$ cat src/rtl/cmsf_regs.svh
`ifndef CMSF_REGS_SVH
`define CMSF_REGS_SVH

// register byte offsets on the apb bus
`define CMSF_OFS_LINK_STATE 12'h000
`define CMSF_OFS_CONN_LO 12'h004
`define CMSF_OFS_CONN_HI 12'h008
`define CMSF_OFS_RECONN_LO 12'h00C
`define CMSF_OFS_RECONN_HI 12'h010
`define CMSF_OFS_PA_RX_LO 12'h014
`define CMSF_OFS_PA_RX_HI 12'h018
`define CMSF_OFS_PB_RX_LO 12'h01C
`define CMSF_OFS_PB_RX_HI 12'h020
`define CMSF_OFS_REQ_CTRL 12'h024
`define CMSF_OFS_LINK_MODE_LO 12'h028
`define CMSF_OFS_LINK_MODE_HI 12'h02C
`define CMSF_OFS_LINK_TRBL_LO 12'h030
`define CMSF_OFS_LINK_TRBL_HI 12'h034
`define CMSF_OFS_IRQ_STAT 12'h038
`define CMSF_OFS_IRQ_MASK 12'h03C

// link state word bit positions
`define CMSF_BIT_NORMAL_VS_TEST 15
`define CMSF_BIT_RING_MEMBER 14
`define CMSF_BIT_HOST_IF_FAULT 13
`define CMSF_BIT_SHARED_RAM_SHORT 12
`define CMSF_BIT_MODULE_SYS_FAULT 11

// request control register field positions
`define CMSF_REQ_SOFT_BIT 0
`define CMSF_REQ_OUT_BIT 1
`define CMSF_REQ_INIT_BIT 2
`define CMSF_REQ_TARGET_LSB 8

// target station selector values
`define CMSF_TARGET_MAX_SINGLE 8'h3F
`define CMSF_TARGET_ALL 8'hFF

// interrupt status bits
`define CMSF_IRQ_RECONN 0
`define CMSF_IRQ_PA_RX 1
`define CMSF_IRQ_PB_RX 2
`define CMSF_IRQ_TRBL 3
`define CMSF_IRQ_W 4

// reset values
`define CMSF_RST_MAP 64'h0000_0000_0000_0000
`define CMSF_RST_TARGET 8'h00
`define CMSF_RST_IRQ 4'h0

`endif

$ cat src/rtl/cmsf_pkg.sv
package cmsf_pkg;

    // module state levels feeding the link state word
    typedef struct packed {
        logic normal_vs_test_bit;
        logic ring_member_bit;
        logic host_interface_fault;
        logic shared_ram_short;
        logic module_system_fault;
    } cmsf_link_state_t;

    // one-cycle network events, each carrying a station or setting number
    typedef struct packed {
        logic valid;
        logic [5:0] index;
    } cmsf_event_t;

    // request pulses towards the remote stations
    typedef struct packed {
        logic [63:0] soft_reset;
        logic [63:0] output_reset;
        logic [63:0] link_init;
    } cmsf_remote_req_t;

endpackage : cmsf_pkg

$ cat src/rtl/cmsf_status_flags.sv
// Function
// link state word is one 16-bit status word, state bits in upper positions
// bit 15 high in normal operation, low in test mode
// bit 14 high while module can talk to other ring stations
// bit 13 high when host interface to module has stopped
// bit 12 high when shared RAM is too short for a service
// bit 11 high on module hardware or system software fault
// connected map shows live station state; software writes ignored
// reconnect bit set on reconnection, held; software writes 0 to re-arm
// port A frame bit set on frame, cleared when receive block reads
// port B frame bit set on frame, cleared when receive block reads
// soft reset request goes to stations chosen by target field
// output reset request goes to stations chosen by target field
// station power dip clears its mode bit and sets its trouble bit
// link init request sets mode bits and clears trouble of chosen stations
// target 0 to 63 selects one station, 255 selects all
// other target values are ignored; request bits clear once issued
// maps cleared and requests low after reset
//
// The address map and the APB register port were left to the implementer.
`timescale 1ns/1ns
`default_nettype none
`include "cmsf_regs.svh"

module cmsf_status_flags (
    // clock and reset
    input wire logic sys_clk,
    input wire logic rst,
    // apb slave
    input wire logic psel,
    input wire logic penable,
    input wire logic pwrite,
    input wire logic [11:0] paddr,
    input wire logic [31:0] pwdata,
    output logic [31:0] prdata,
    output logic pready,
    output logic pslverr,
    // module state levels and live connection map
    input wire cmsf_pkg::cmsf_link_state_t link_state,
    input wire logic [63:0] station_live,
    // network events
    input wire cmsf_pkg::cmsf_event_t reconnect_evt,
    input wire cmsf_pkg::cmsf_event_t port_a_frame_evt,
    input wire cmsf_pkg::cmsf_event_t port_b_frame_evt,
    input wire cmsf_pkg::cmsf_event_t power_dip_evt,
    // receive message block read strobes
    input wire cmsf_pkg::cmsf_event_t port_a_read_evt,
    input wire cmsf_pkg::cmsf_event_t port_b_read_evt,
    // requests to remote stations and interrupt
    output cmsf_pkg::cmsf_remote_req_t remote_req,
    output logic irq
);

    logic [15:0] link_state_word;
    logic [63:0] reconn_r, reconn_nxt;
    logic [63:0] pa_rx_r, pa_rx_nxt;
    logic [63:0] pb_rx_r, pb_rx_nxt;
    logic [63:0] mode_r, mode_nxt;
    logic [63:0] trbl_r, trbl_nxt;
    logic [7:0] target_r, target_nxt;
    logic soft_req_r, soft_req_nxt;
    logic out_req_r, out_req_nxt;
    logic init_req_r, init_req_nxt;
    logic [`CMSF_IRQ_W-1:0] irq_stat_r, irq_stat_nxt;
    logic [`CMSF_IRQ_W-1:0] irq_mask_r, irq_mask_nxt;
    logic [31:0] prdata_r, prdata_nxt;
    logic [63:0] sel_mask;
    logic [63:0] wr_word;
    logic wr_en, rd_en;
    logic mapped;

    // state word: upper five bits from the module, lower bits reserved as zero
    always_comb
    begin
        link_state_word = 16'h0000;
        link_state_word[`CMSF_BIT_NORMAL_VS_TEST] = link_state.normal_vs_test_bit;
        link_state_word[`CMSF_BIT_RING_MEMBER] = link_state.ring_member_bit;
        link_state_word[`CMSF_BIT_HOST_IF_FAULT] = link_state.host_interface_fault;
        link_state_word[`CMSF_BIT_SHARED_RAM_SHORT] = link_state.shared_ram_short;
        link_state_word[`CMSF_BIT_MODULE_SYS_FAULT] = link_state.module_system_fault;
    end

    // access phase completes in one cycle; slave never inserts wait states
    assign pready = 1'b1;
    assign wr_en = psel && penable && pwrite;
    assign rd_en = psel && penable && !pwrite;

    // target decode: one station, all stations, or nothing for other values
    always_comb
    begin
        sel_mask = 64'h0000_0000_0000_0000;
        if (target_r <= `CMSF_TARGET_MAX_SINGLE)
        begin
            sel_mask[target_r[5:0]] = 1'b1;
        end
        else if (target_r == `CMSF_TARGET_ALL)
        begin
            sel_mask = 64'hFFFF_FFFF_FFFF_FFFF;
        end
        // any other value leaves the mask empty, so the request does nothing
    end

    // requests drive one-cycle pulses to the selected stations
    always_comb
    begin
        remote_req.soft_reset = soft_req_r ? sel_mask : 64'h0000_0000_0000_0000;
        remote_req.output_reset = out_req_r ? sel_mask : 64'h0000_0000_0000_0000;
        remote_req.link_init = init_req_r ? sel_mask : 64'h0000_0000_0000_0000;
    end

    // address decode of the full map
    always_comb
    begin
        mapped = 1'b1;
        unique case (paddr)
            `CMSF_OFS_LINK_STATE,
            `CMSF_OFS_CONN_LO,
            `CMSF_OFS_CONN_HI,
            `CMSF_OFS_RECONN_LO,
            `CMSF_OFS_RECONN_HI,
            `CMSF_OFS_PA_RX_LO,
            `CMSF_OFS_PA_RX_HI,
            `CMSF_OFS_PB_RX_LO,
            `CMSF_OFS_PB_RX_HI,
            `CMSF_OFS_REQ_CTRL,
            `CMSF_OFS_LINK_MODE_LO,
            `CMSF_OFS_LINK_MODE_HI,
            `CMSF_OFS_LINK_TRBL_LO,
            `CMSF_OFS_LINK_TRBL_HI,
            `CMSF_OFS_IRQ_STAT,
            `CMSF_OFS_IRQ_MASK: mapped = 1'b1;
            default: mapped = 1'b0;
        endcase
    end
    assign pslverr = psel && penable && !mapped;

    // write data copied onto both halves; the address picks which half of the 64-bit map uses it
    assign wr_word = {pwdata, pwdata};

    // read data mux, registered so prdata comes from a flip-flop
    always_comb
    begin
        prdata_nxt = prdata_r;
        if (psel && !penable && !pwrite)
        begin
            unique case (paddr)
                `CMSF_OFS_LINK_STATE: prdata_nxt = {16'h0000, link_state_word};
                `CMSF_OFS_CONN_LO: prdata_nxt = station_live[31:0];
                `CMSF_OFS_CONN_HI: prdata_nxt = station_live[63:32];
                `CMSF_OFS_RECONN_LO: prdata_nxt = reconn_r[31:0];
                `CMSF_OFS_RECONN_HI: prdata_nxt = reconn_r[63:32];
                `CMSF_OFS_PA_RX_LO: prdata_nxt = pa_rx_r[31:0];
                `CMSF_OFS_PA_RX_HI: prdata_nxt = pa_rx_r[63:32];
                `CMSF_OFS_PB_RX_LO: prdata_nxt = pb_rx_r[31:0];
                `CMSF_OFS_PB_RX_HI: prdata_nxt = pb_rx_r[63:32];
                `CMSF_OFS_REQ_CTRL: prdata_nxt = {16'h0000, target_r, 5'h00,
                                                 init_req_r, out_req_r, soft_req_r};
                `CMSF_OFS_LINK_MODE_LO: prdata_nxt = mode_r[31:0];
                `CMSF_OFS_LINK_MODE_HI: prdata_nxt = mode_r[63:32];
                `CMSF_OFS_LINK_TRBL_LO: prdata_nxt = trbl_r[31:0];
                `CMSF_OFS_LINK_TRBL_HI: prdata_nxt = trbl_r[63:32];
                `CMSF_OFS_IRQ_STAT: prdata_nxt = {28'h0000000, irq_stat_r};
                `CMSF_OFS_IRQ_MASK: prdata_nxt = {28'h0000000, irq_mask_r};
                default: prdata_nxt = 32'h0000_0000;
            endcase
        end
    end
    assign prdata = prdata_r;

    // flag maps: software clears first, then hardware sets so a same-cycle event wins
    always_comb
    begin
        reconn_nxt = reconn_r;
        pa_rx_nxt = pa_rx_r;
        pb_rx_nxt = pb_rx_r;
        // writes to the connected map are simply not decoded
        if (wr_en && paddr == `CMSF_OFS_RECONN_LO)
        begin
            reconn_nxt[31:0] = reconn_r[31:0] & wr_word[31:0];
        end
        if (wr_en && paddr == `CMSF_OFS_RECONN_HI)
        begin
            reconn_nxt[63:32] = reconn_r[63:32] & wr_word[63:32];
        end
        if (port_a_read_evt.valid)
        begin
            pa_rx_nxt[port_a_read_evt.index] = 1'b0;
        end
        if (port_b_read_evt.valid)
        begin
            pb_rx_nxt[port_b_read_evt.index] = 1'b0;
        end
        if (reconnect_evt.valid)
        begin
            reconn_nxt[reconnect_evt.index] = 1'b1;
        end
        if (port_a_frame_evt.valid)
        begin
            pa_rx_nxt[port_a_frame_evt.index] = 1'b1;
        end
        if (port_b_frame_evt.valid)
        begin
            pb_rx_nxt[port_b_frame_evt.index] = 1'b1;
        end
    end

    // per-station link mode and trouble; a power dip in the same cycle beats init
    always_comb
    begin
        mode_nxt = mode_r;
        trbl_nxt = trbl_r;
        if (init_req_r)
        begin
            mode_nxt = mode_r | sel_mask;
            trbl_nxt = trbl_r & ~sel_mask;
        end
        if (power_dip_evt.valid)
        begin
            mode_nxt[power_dip_evt.index] = 1'b0;
            trbl_nxt[power_dip_evt.index] = 1'b1;
        end
    end

    // request bits: set by write, self-cleared one cycle after they are issued
    always_comb
    begin
        target_nxt = target_r;
        soft_req_nxt = 1'b0;
        out_req_nxt = 1'b0;
        init_req_nxt = 1'b0;
        if (wr_en && paddr == `CMSF_OFS_REQ_CTRL)
        begin
            // target written with the request takes effect with it
            target_nxt = pwdata[`CMSF_REQ_TARGET_LSB +: 8];
            soft_req_nxt = pwdata[`CMSF_REQ_SOFT_BIT];
            out_req_nxt = pwdata[`CMSF_REQ_OUT_BIT];
            init_req_nxt = pwdata[`CMSF_REQ_INIT_BIT];
        end
    end

    // interrupt status: sticky events, cleared by reading; events win over the clear
    always_comb
    begin
        irq_stat_nxt = irq_stat_r;
        irq_mask_nxt = irq_mask_r;
        if (rd_en && paddr == `CMSF_OFS_IRQ_STAT)
        begin
            // only the bits the read returned, so an event at the setup edge survives
            irq_stat_nxt = irq_stat_r & ~prdata_r[`CMSF_IRQ_W-1:0];
        end
        if (wr_en && paddr == `CMSF_OFS_IRQ_MASK)
        begin
            irq_mask_nxt = pwdata[`CMSF_IRQ_W-1:0];
        end
        if (reconnect_evt.valid)
        begin
            irq_stat_nxt[`CMSF_IRQ_RECONN] = 1'b1;
        end
        if (port_a_frame_evt.valid)
        begin
            irq_stat_nxt[`CMSF_IRQ_PA_RX] = 1'b1;
        end
        if (port_b_frame_evt.valid)
        begin
            irq_stat_nxt[`CMSF_IRQ_PB_RX] = 1'b1;
        end
        if (power_dip_evt.valid)
        begin
            irq_stat_nxt[`CMSF_IRQ_TRBL] = 1'b1;
        end
    end
    assign irq = |(irq_stat_r & irq_mask_r);

    // flag map registers; reset clears every station bit
    always_ff @(posedge sys_clk)
    begin
        if (rst)
        begin
            reconn_r <= `CMSF_RST_MAP;
            pa_rx_r <= `CMSF_RST_MAP;
            pb_rx_r <= `CMSF_RST_MAP;
        end
        else
        begin
            reconn_r <= reconn_nxt;
            pa_rx_r <= pa_rx_nxt;
            pb_rx_r <= pb_rx_nxt;
        end
    end

    // link mode and trouble registers; mode stays off until a link init
    always_ff @(posedge sys_clk)
    begin
        if (rst)
        begin
            mode_r <= `CMSF_RST_MAP;
            trbl_r <= `CMSF_RST_MAP;
        end
        else
        begin
            mode_r <= mode_nxt;
            trbl_r <= trbl_nxt;
        end
    end

    // request registers; no pulse can leave the block during reset
    always_ff @(posedge sys_clk)
    begin
        if (rst)
        begin
            target_r <= `CMSF_RST_TARGET;
            soft_req_r <= 1'b0;
            out_req_r <= 1'b0;
            init_req_r <= 1'b0;
        end
        else
        begin
            target_r <= target_nxt;
            soft_req_r <= soft_req_nxt;
            out_req_r <= out_req_nxt;
            init_req_r <= init_req_nxt;
        end
    end

    // interrupt status and mask registers
    always_ff @(posedge sys_clk)
    begin
        if (rst)
        begin
            irq_stat_r <= `CMSF_RST_IRQ;
            irq_mask_r <= `CMSF_RST_IRQ;
        end
        else
        begin
            irq_stat_r <= irq_stat_nxt;
            irq_mask_r <= irq_mask_nxt;
        end
    end

    // read data register
    always_ff @(posedge sys_clk)
    begin
        if (rst)
        begin
            prdata_r <= 32'h0000_0000;
        end
        else
        begin
            prdata_r <= prdata_nxt;
        end
    end

endmodule : cmsf_status_flags

`default_nettype wire

$ cat config.mk
export PLATFORM = sky130hd
export DESIGN_NAME = cmsf_status_flags
export DESIGN_NICKNAME = d
export VERILOG_FILES = /design/src/rtl/cmsf_pkg.sv /design/src/rtl/cmsf_status_flags.sv
export VERILOG_INCLUDE_DIRS = /design/src /design/src/rtl
export SDC_FILE = /design/constraint.sdc
export NUM_CORES = 1
export LEC_CHECK = 0
export ABC_AREA = 1
export BUFFER_PORTS_ARGS = -buffer_cell sky130_fd_sc_hd__buf_2
export CAP_MARGIN = 20
export CORE_MARGIN = 10
export CORE_UTILIZATION = 45
export CTS_BUF_LIST = sky130_fd_sc_hd__clkbuf_4 sky130_fd_sc_hd__clkbuf_8 sky130_fd_sc_hd__clkbuf_16
export DETAILED_ROUTE_END_ITERATION = 6
export GPL_TIMING_DRIVEN = 0
export PLACE_DENSITY = 0.67
export SKIP_CTS_REPAIR_TIMING = 1
export SLEW_MARGIN = 15
export SYNTH_ARGS = -nofsm -noshare
export SYNTH_HDL_FRONTEND = slang
export SYNTH_SLANG_ARGS = --single-unit
export TNS_END_PERCENT = 50
$ cat constraint.sdc
create_clock -name sys_clk -period 1.74 [get_ports sys_clk]
set_input_delay 0.087 -clock sys_clk [delete_from_list [all_inputs] [get_ports sys_clk]]
set_output_delay 0.087 -clock sys_clk [all_outputs]
set_load 0.02 [all_outputs]
Word level (Yosys, flattened, before mapping)
Memory sizes are Yosys's and may differ from the RTL's.
Cells that the tools add are included.
{"block": "op_classes", "eq_ne": 16, "n_bitwise": 19, "muxes": 37, "reduce_logical": 29, "order_cmp": 15}
{"op": "$mux 64", "count": 14}
{"op": "$pmux 32 s16", "count": 1}
{"op": "$or 64x64->64", "count": 5}
{"op": "$and 64x64->64", "count": 4}
{"op": "$not 64->64", "count": 4}
{"op": "$eq 12x6->1 const B", "count": 8}
{"op": "$and 32x32->32", "count": 2}
{"op": "$mux 32", "count": 2}
{"op": "$lt 6x7->1 const B", "count": 7}
{"op": "$eq 12x5->1 const B", "count": 4}
{"op": "$demux 1 s6", "count": 7}
{"op": "$ge 6x1->1 const B", "count": 7}
{"op": "$eq 12x4->1 const B", "count": 2}
{"op": "$logic_and 1x1->1", "count": 18}
{"op": "$eq 12x3->1 const B", "count": 1}
{"op": "$logic_not 12->1", "count": 1}
{"op": "$mux 1", "count": 12}
{"op": "$and 4x4->4", "count": 2}
{"op": "$eq 8x8->1 const B", "count": 1}
{"op": "$le 8x6->1 const B", "count": 1}
{"op": "$reduce_bool 2->1", "count": 4}
{"op": "$logic_not 6->1", "count": 1}
{"op": "$mux 4", "count": 1}
{"op": "$not 4->4", "count": 1}
{"op": "4 further kinds", "count": 6}
{"block": "word_totals", "regBits": 371, "out_inout_bits": 227, "romBits": 64, "memories": 1, "input_bits": 160, "elab_cells": 132}
{"name": "(no name shown)", "depth": 64, "width": 1, "read_ports": 1, "rd_clocked_by_memory_dff": 0, "wr": 0, "line_no": "cmsf_status_flags.sv:115", "rtl": "unique case (paddr)"}

Longest topological paths before layout
{"block": "depth", "depth_word": 10, "mapped_depth": 13, "depth_no_buf": 12}

Worst setup path before layout
OpenSTA, ideal clock, no wires.
{"block": "synth_path", "path_type": "flip-flop to flip-flop", "start": "register target_r[4]", "end": "register mode_r[63]", "stages_incl_launch_ff": 9, "synth_period_minus_slack_ps": 1583, "required_ps": 1675, "setup_ps": 65, "arrival_time_ps": 1519, "path_slack_ps": 157, "path_buffers": 0, "path_cell_list": "dfxtp_1 -> nand3_2 -> nor2_2 -> nand3_4 -> nand2_1 -> nand2_1 -> nor2_1 -> o21ai_0 -> nor2_1"}
{"block": "synth_via", "elab_chain_len": 9, "word_cells_on_any_way": 13, "classes_between": "order compare: 3; eq/ne: 1; mux: 6; bitwise: 2; reduce/logical: 1"}
{"element": "start: declaration", "line_no": "cmsf_status_flags.sv:60", "rtl": "logic [7:0] target_r, target_nxt;"}
{"element": "start signal: assignment", "line_no": "cmsf_status_flags.sv:311", "rtl": "target_r <= `CMSF_RST_TARGET;"}
{"element": "start signal: assignment", "line_no": "cmsf_status_flags.sv:318", "rtl": "target_r <= target_nxt;"}
{"element": "$lt 6x7->1 (implied by the code) / $ge 6x1->1 (equally long branches)", "line_no": "cmsf_status_flags.sv:94", "rtl": "sel_mask[target_r[5:0]] = 1'b1;"}
{"element": "$logic_and 1x1->1 (implied by the code)", "line_no": "cmsf_status_flags.sv:94"}
{"element": "$mux 1 (implied by the code)", "line_no": "cmsf_status_flags.sv:94"}
{"element": "$demux 1 s6", "line_no": "cmsf_status_flags.sv:94"}
{"element": "$mux 64 (*)", "line_no": "cmsf_status_flags.sv:92", "rtl": "if (target_r <= `CMSF_TARGET_MAX_SINGLE)"}
{"element": "$or 64x64->64 (*)", "line_no": "cmsf_status_flags.sv:214", "rtl": "mode_nxt = mode_r | sel_mask;"}
{"element": "$mux 64 (*)", "line_no": "cmsf_status_flags.sv:212", "rtl": "if (init_req_r)"}
{"element": "$and 64x64->64 (no source line)"}
{"element": "$mux 64 (*)", "line_no": "cmsf_status_flags.sv:217", "rtl": "if (power_dip_evt.valid)"}
{"element": "end signal: assignment", "line_no": "cmsf_status_flags.sv:296", "rtl": "mode_r <= `CMSF_RST_MAP;"}
{"element": "end signal: assignment", "line_no": "cmsf_status_flags.sv:301", "rtl": "mode_r <= mode_nxt;"}
{"element": "end: declaration", "line_no": "cmsf_status_flags.sv:58", "rtl": "logic [63:0] mode_r, mode_nxt;"}
Every way passes the cells marked *; elsewhere a longest branch is shown, timed or not.
A chain may end at the register's enable or synchronous reset.

==> run_results.csv <==
group,metric,value,unit
routing,drc,0,
outcome,outcome,"complete, but fails checks",
die,start_util,45.4,%
place,hpwl,88.8,mm
worst_setup_path,arrival,2.34,ns
synth,synthCells,3012,
routing,wl_per_cell,27.4,um
routing,via_count,25223,
timing,finClkSkew,0.00944,ns
die,fp.dieArea,52100,um2
timing,tightest_slew,1.28,ns
grt,grt_use_total,40.2,%
cts,cts_buffer_depth,3,
grt,grt_max_degree,14,
timing,rsz0062_at_grt,"yes",
synth,ys_warn_count,0,
worst_setup_path,crit_path_start_kind,"register",
synth,yosysTopAreaCell,"dfxtp_1",
die,die_w,228,um
timing,setup_viol,258,
finish,area_growth,31.3,%
cts,clk_pin_slew_worst_paths,0.06,ns
place,io_buffer_count,377,
hold_path,hold_path_startpoint,"station_live[59]",
place,dp_cells,3983,
grt,gr-total-overflow,0,
synth,synth_flop_cell,"dfxtp_1",
timing,fin_crit,2.43,ns
grt,grt_pass1_vias,23077,
timing,period_share,140,%
synth,synthesis.nets,3172,
worst_setup_path,r2r-end,"trbl_r[28]$_SDFF_PP0_",
synth,synth_top_area_share,38.1,%
place,post-place-ws,-0.913,ns
worst_setup_path,crit_start,"target_r[2]$_SDFFE_PP0N_",
hold_path,hold_depth,5,
routing,first_pass_iters,7,
power_and_ir_drop,p_sw_share,25.1,%
timing,drv_slew,0,
synth,ys_seq_area_share,38.1,%
timing,fmax,412,MHz
hold_path,worstHoldEndpoint,"prdata[27]$_SDFFE_PP0P_",
synth,synth-edff-count,0,
power_and_ir_drop,p_clk_share,49.4,%
cts,cts_buffers,42,
synth,synth_area,19500,um2
power_and_ir_drop,p_seq_share,43.6,%
timing,hold_violations,53,
synth,async_reset_ff_share,0,%
grt,grt_pass1_wl,157,mm
timing,max_slew_margin,14.8,%
cts,h-tree-depth,2,
worst_setup_path,path_max_fanout,7,
worst_setup_path,r2r_start,"target_r[2]$_SDFFE_PP0N_",
routing,first_iter_violations,3286,
finish,final_nets,3696,
hold_path,hold_class,"in -> reg",
finish,drive_above_1_share,24.2,%
power_and_ir_drop,p_leak,11.0,nW
worst_setup_path,cp_data_required_time,1.65,ns
cts,cts.sinks,371,
power_and_ir_drop,powerDensity,769,nW/um2
outcome,violations,"negative hold slack, negative setup slack",
cts,cts_tree,"yes",
power_and_ir_drop,p_sw,4.94,mW
worst_setup_path,worstRegToRegCells,8,
power_and_ir_drop,combPwrFrac,7.1,%
power_and_ir_drop,internal_power,14.8,mW
synth,yosysUniqueCellTypes,32,
die,core.rowCount,76,
routing,drt_wl_total,114,mm
place,gp_congestion,1.09,
die,core,43000,um2
synth,yosys-top-cells-area,"dfxtp_1 38%, nand3_1 11%, nand2_1 10%",
routing,vias_per_cell,6.07,
timing,setup-tns-final,-111.44,ns
die,die-height,228,um
finish,stdcell_count,4155,
synth,synth_seq_cells,371,
die,num_io_pins,387,
worst_setup_path,critical_path.endpoint_type,"primary output",
routing,ant_nets,0,
worst_setup_path,ff2ff_setup_slack,-0.24,ns
cts,clk_latency,0.59,ns
grt,antenna_found_initial,4,
power_and_ir_drop,vdd_drop_max,0.000655,V
timing,layout_setup_ws,-0.688,ns
synth,syn_avg_cell_area,6.47,um2
cts,clockRootBuffer,"clkbuf_16",
run,maxCapViolCount,0,
timing,whs,-0.0495,ns
worst_setup_path,criticalPathCategory,"reg -> out",
placed cells by master (no fill, tap or decap), types with 2 or more instances in the layout:
cell | synthesis | layout
clkbuf_4 | 0 | 12
nand4_1 | 36 | 36
nand3_4 | 1 | 4
nand2_2 | 8 | 39
dfxtp_1 | 371 | 363
buf_4 | 23 | 119
o21ai_1 | 75 | 82
nor2_1 | 436 | 408
nor3_1 | 61 | 53
nand2_4 | 0 | 6
clkbuf_16 | 0 | 46
inv_1 | 207 | 176
buf_6 | 14 | 47
o21ai_2 | 19 | 30
bufinv_16 | 0 | 3
buf_12 | 0 | 2
a21oi_1 | 304 | 304
o21ai_4 | 0 | 17
nor3_2 | 2 | 9
o21ai_0 | 263 | 228
nor2_4 | 8 | 21
inv_2 | 62 | 92
nor4_2 | 9 | 16
dlygate4sd3_1 | 0 | 56
nand3_1 | 433 | 432
buf_8 | 0 | 4
clkbuf_1 | 73 | 69
clkbuf_8 | 0 | 12
a211oi_2 | 5 | 5
buf_2 | 55 | 341
nor2_2 | 2 | 17
clkbuf_2 | 0 | 4
nand2_1 | 525 | 488
a211oi_1 | 3 | 3
dfxtp_4 | 0 | 7
nand3_2 | 3 | 2
clkinv_2 | 0 | 2
diode_2 | 0 | 2
logic make-up (layout without fill, tap and decap cells):
kind of cell	after synthesis	in the layout	synth area share, %
AOI/OAI and AO/OA	671	671	17.8
buffers and inverters	436	991	9.73
DFF	371	371	38.1
other	1	3	0.0192
and+or+nand+nor	1533	1534	34.3
worst max path at each step:
| stage | slack [ns] | depth (start not counted) | endpoint |
|---|---|---|---|
| 2_1_floorplan | 0.16 | 8 | mode_r[63]$_SDFF_PP0_ |
| 3_3_place_gp | -1.10 | 5 | reconn_r[1]$_SDFF_PP0_ |
| 3_5_place_dp | -0.91 | 7 | prdata[7]$_SDFFE_PP0P_ |
| 4_1_cts | -0.99 | 7 | remote_req[35] |
| 5_1_grt | -0.80 | 7 | remote_req[44] |
| 6_report | -0.69 | 7 | remote_req[28] |
layout make-up:
cell class	count	area (um2)
tap	585	732
buffer	166	905
inverter	270	1020
fill	4028	17400
multi-input combinational	2206	10800
clock buffer	68	1370
sequential	371	7450
clock inverter	8	125
timing repair buffer	479	3200
antenna	2	5.00
power by group through the flow:
| stage | sequential, mW | combinational (mW) | clock [mW] |
|---|---|---|---|
| 6_report | 8.58 | 1.39 | 9.73 |
| 4_1_cts | 8.58 | 1.22 | 9.65 |
| 3_5_place_dp | 8.77 | 1.22 | 0 |
| 5_1_grt | 8.57 | 1.43 | 9.97 |
| 3_3_place_gp | 8.77 | 1.18 | 0 |
| 2_1_floorplan | 8.75 | 0.545 | 0 |
synthesized netlist by cell type (8+ instances only):
| master | instances |
|---|---|
| a21oi_1 | 304 |
| buf_2 | 55 |
| buf_4 | 23 |
| buf_6 | 14 |
| clkbuf_1 | 73 |
| dfxtp_1 | 371 |
| inv_1 | 207 |
| inv_2 | 62 |
| nand2_1 | 525 |
| nand2_2 | 8 |
| nand3_1 | 433 |
| nand4_1 | 36 |
| nor2_1 | 436 |
| nor2_4 | 8 |
| nor3_1 | 61 |
| nor4_1 | 8 |
| nor4_2 | 9 |
| o21ai_0 | 263 |
| o21ai_1 | 75 |
| o21ai_2 | 19 |
per-layer routing:
metal	up-vias	part of all wire, %	GRT usage [%]
li1	11088	-	-
met1	11691	37	48.8
met2	1987	44	63.4
met3	455	12	8.89
met4	2	7.7	26.4
met5	-	0.016	0
worst max-delay path, cell delays in order (launching register included):
cell and delay, ns:
dfxtp_4 0.40, inv_1 0.18, nor3_2 0.29, nand2_4 0.18, o21ai_1 0.26, nand2_1 0.17, inv_2 0.10, buf_2 0.16
through the flow:
step	area (um2)	power, mW	utilization, %	hold WS [ns]
global route	25600	20.0	59.6	0.00257
floorplan	19500	9.29	-	0.199
finish	25600	19.7	59.6	-0.0495
global placement	22100	9.96	51.5	0.385
CTS	23700	19.5	55.2	-0.215
detailed placement	22200	9.99	51.7	0.383
registers in the layout, summed over array words and instances (netlist names):
signal      cells
reconn_r       64
pb_rx_r        64
irq_stat_r      4
trbl_r         64
soft_req_r      1
target_r        8
mode_r         64
out_req_r       1
pa_rx_r        64
irq_mask_r      4
init_req_r      1
prdata         32
Note: power is estimated with default switching activity, not from simulation.
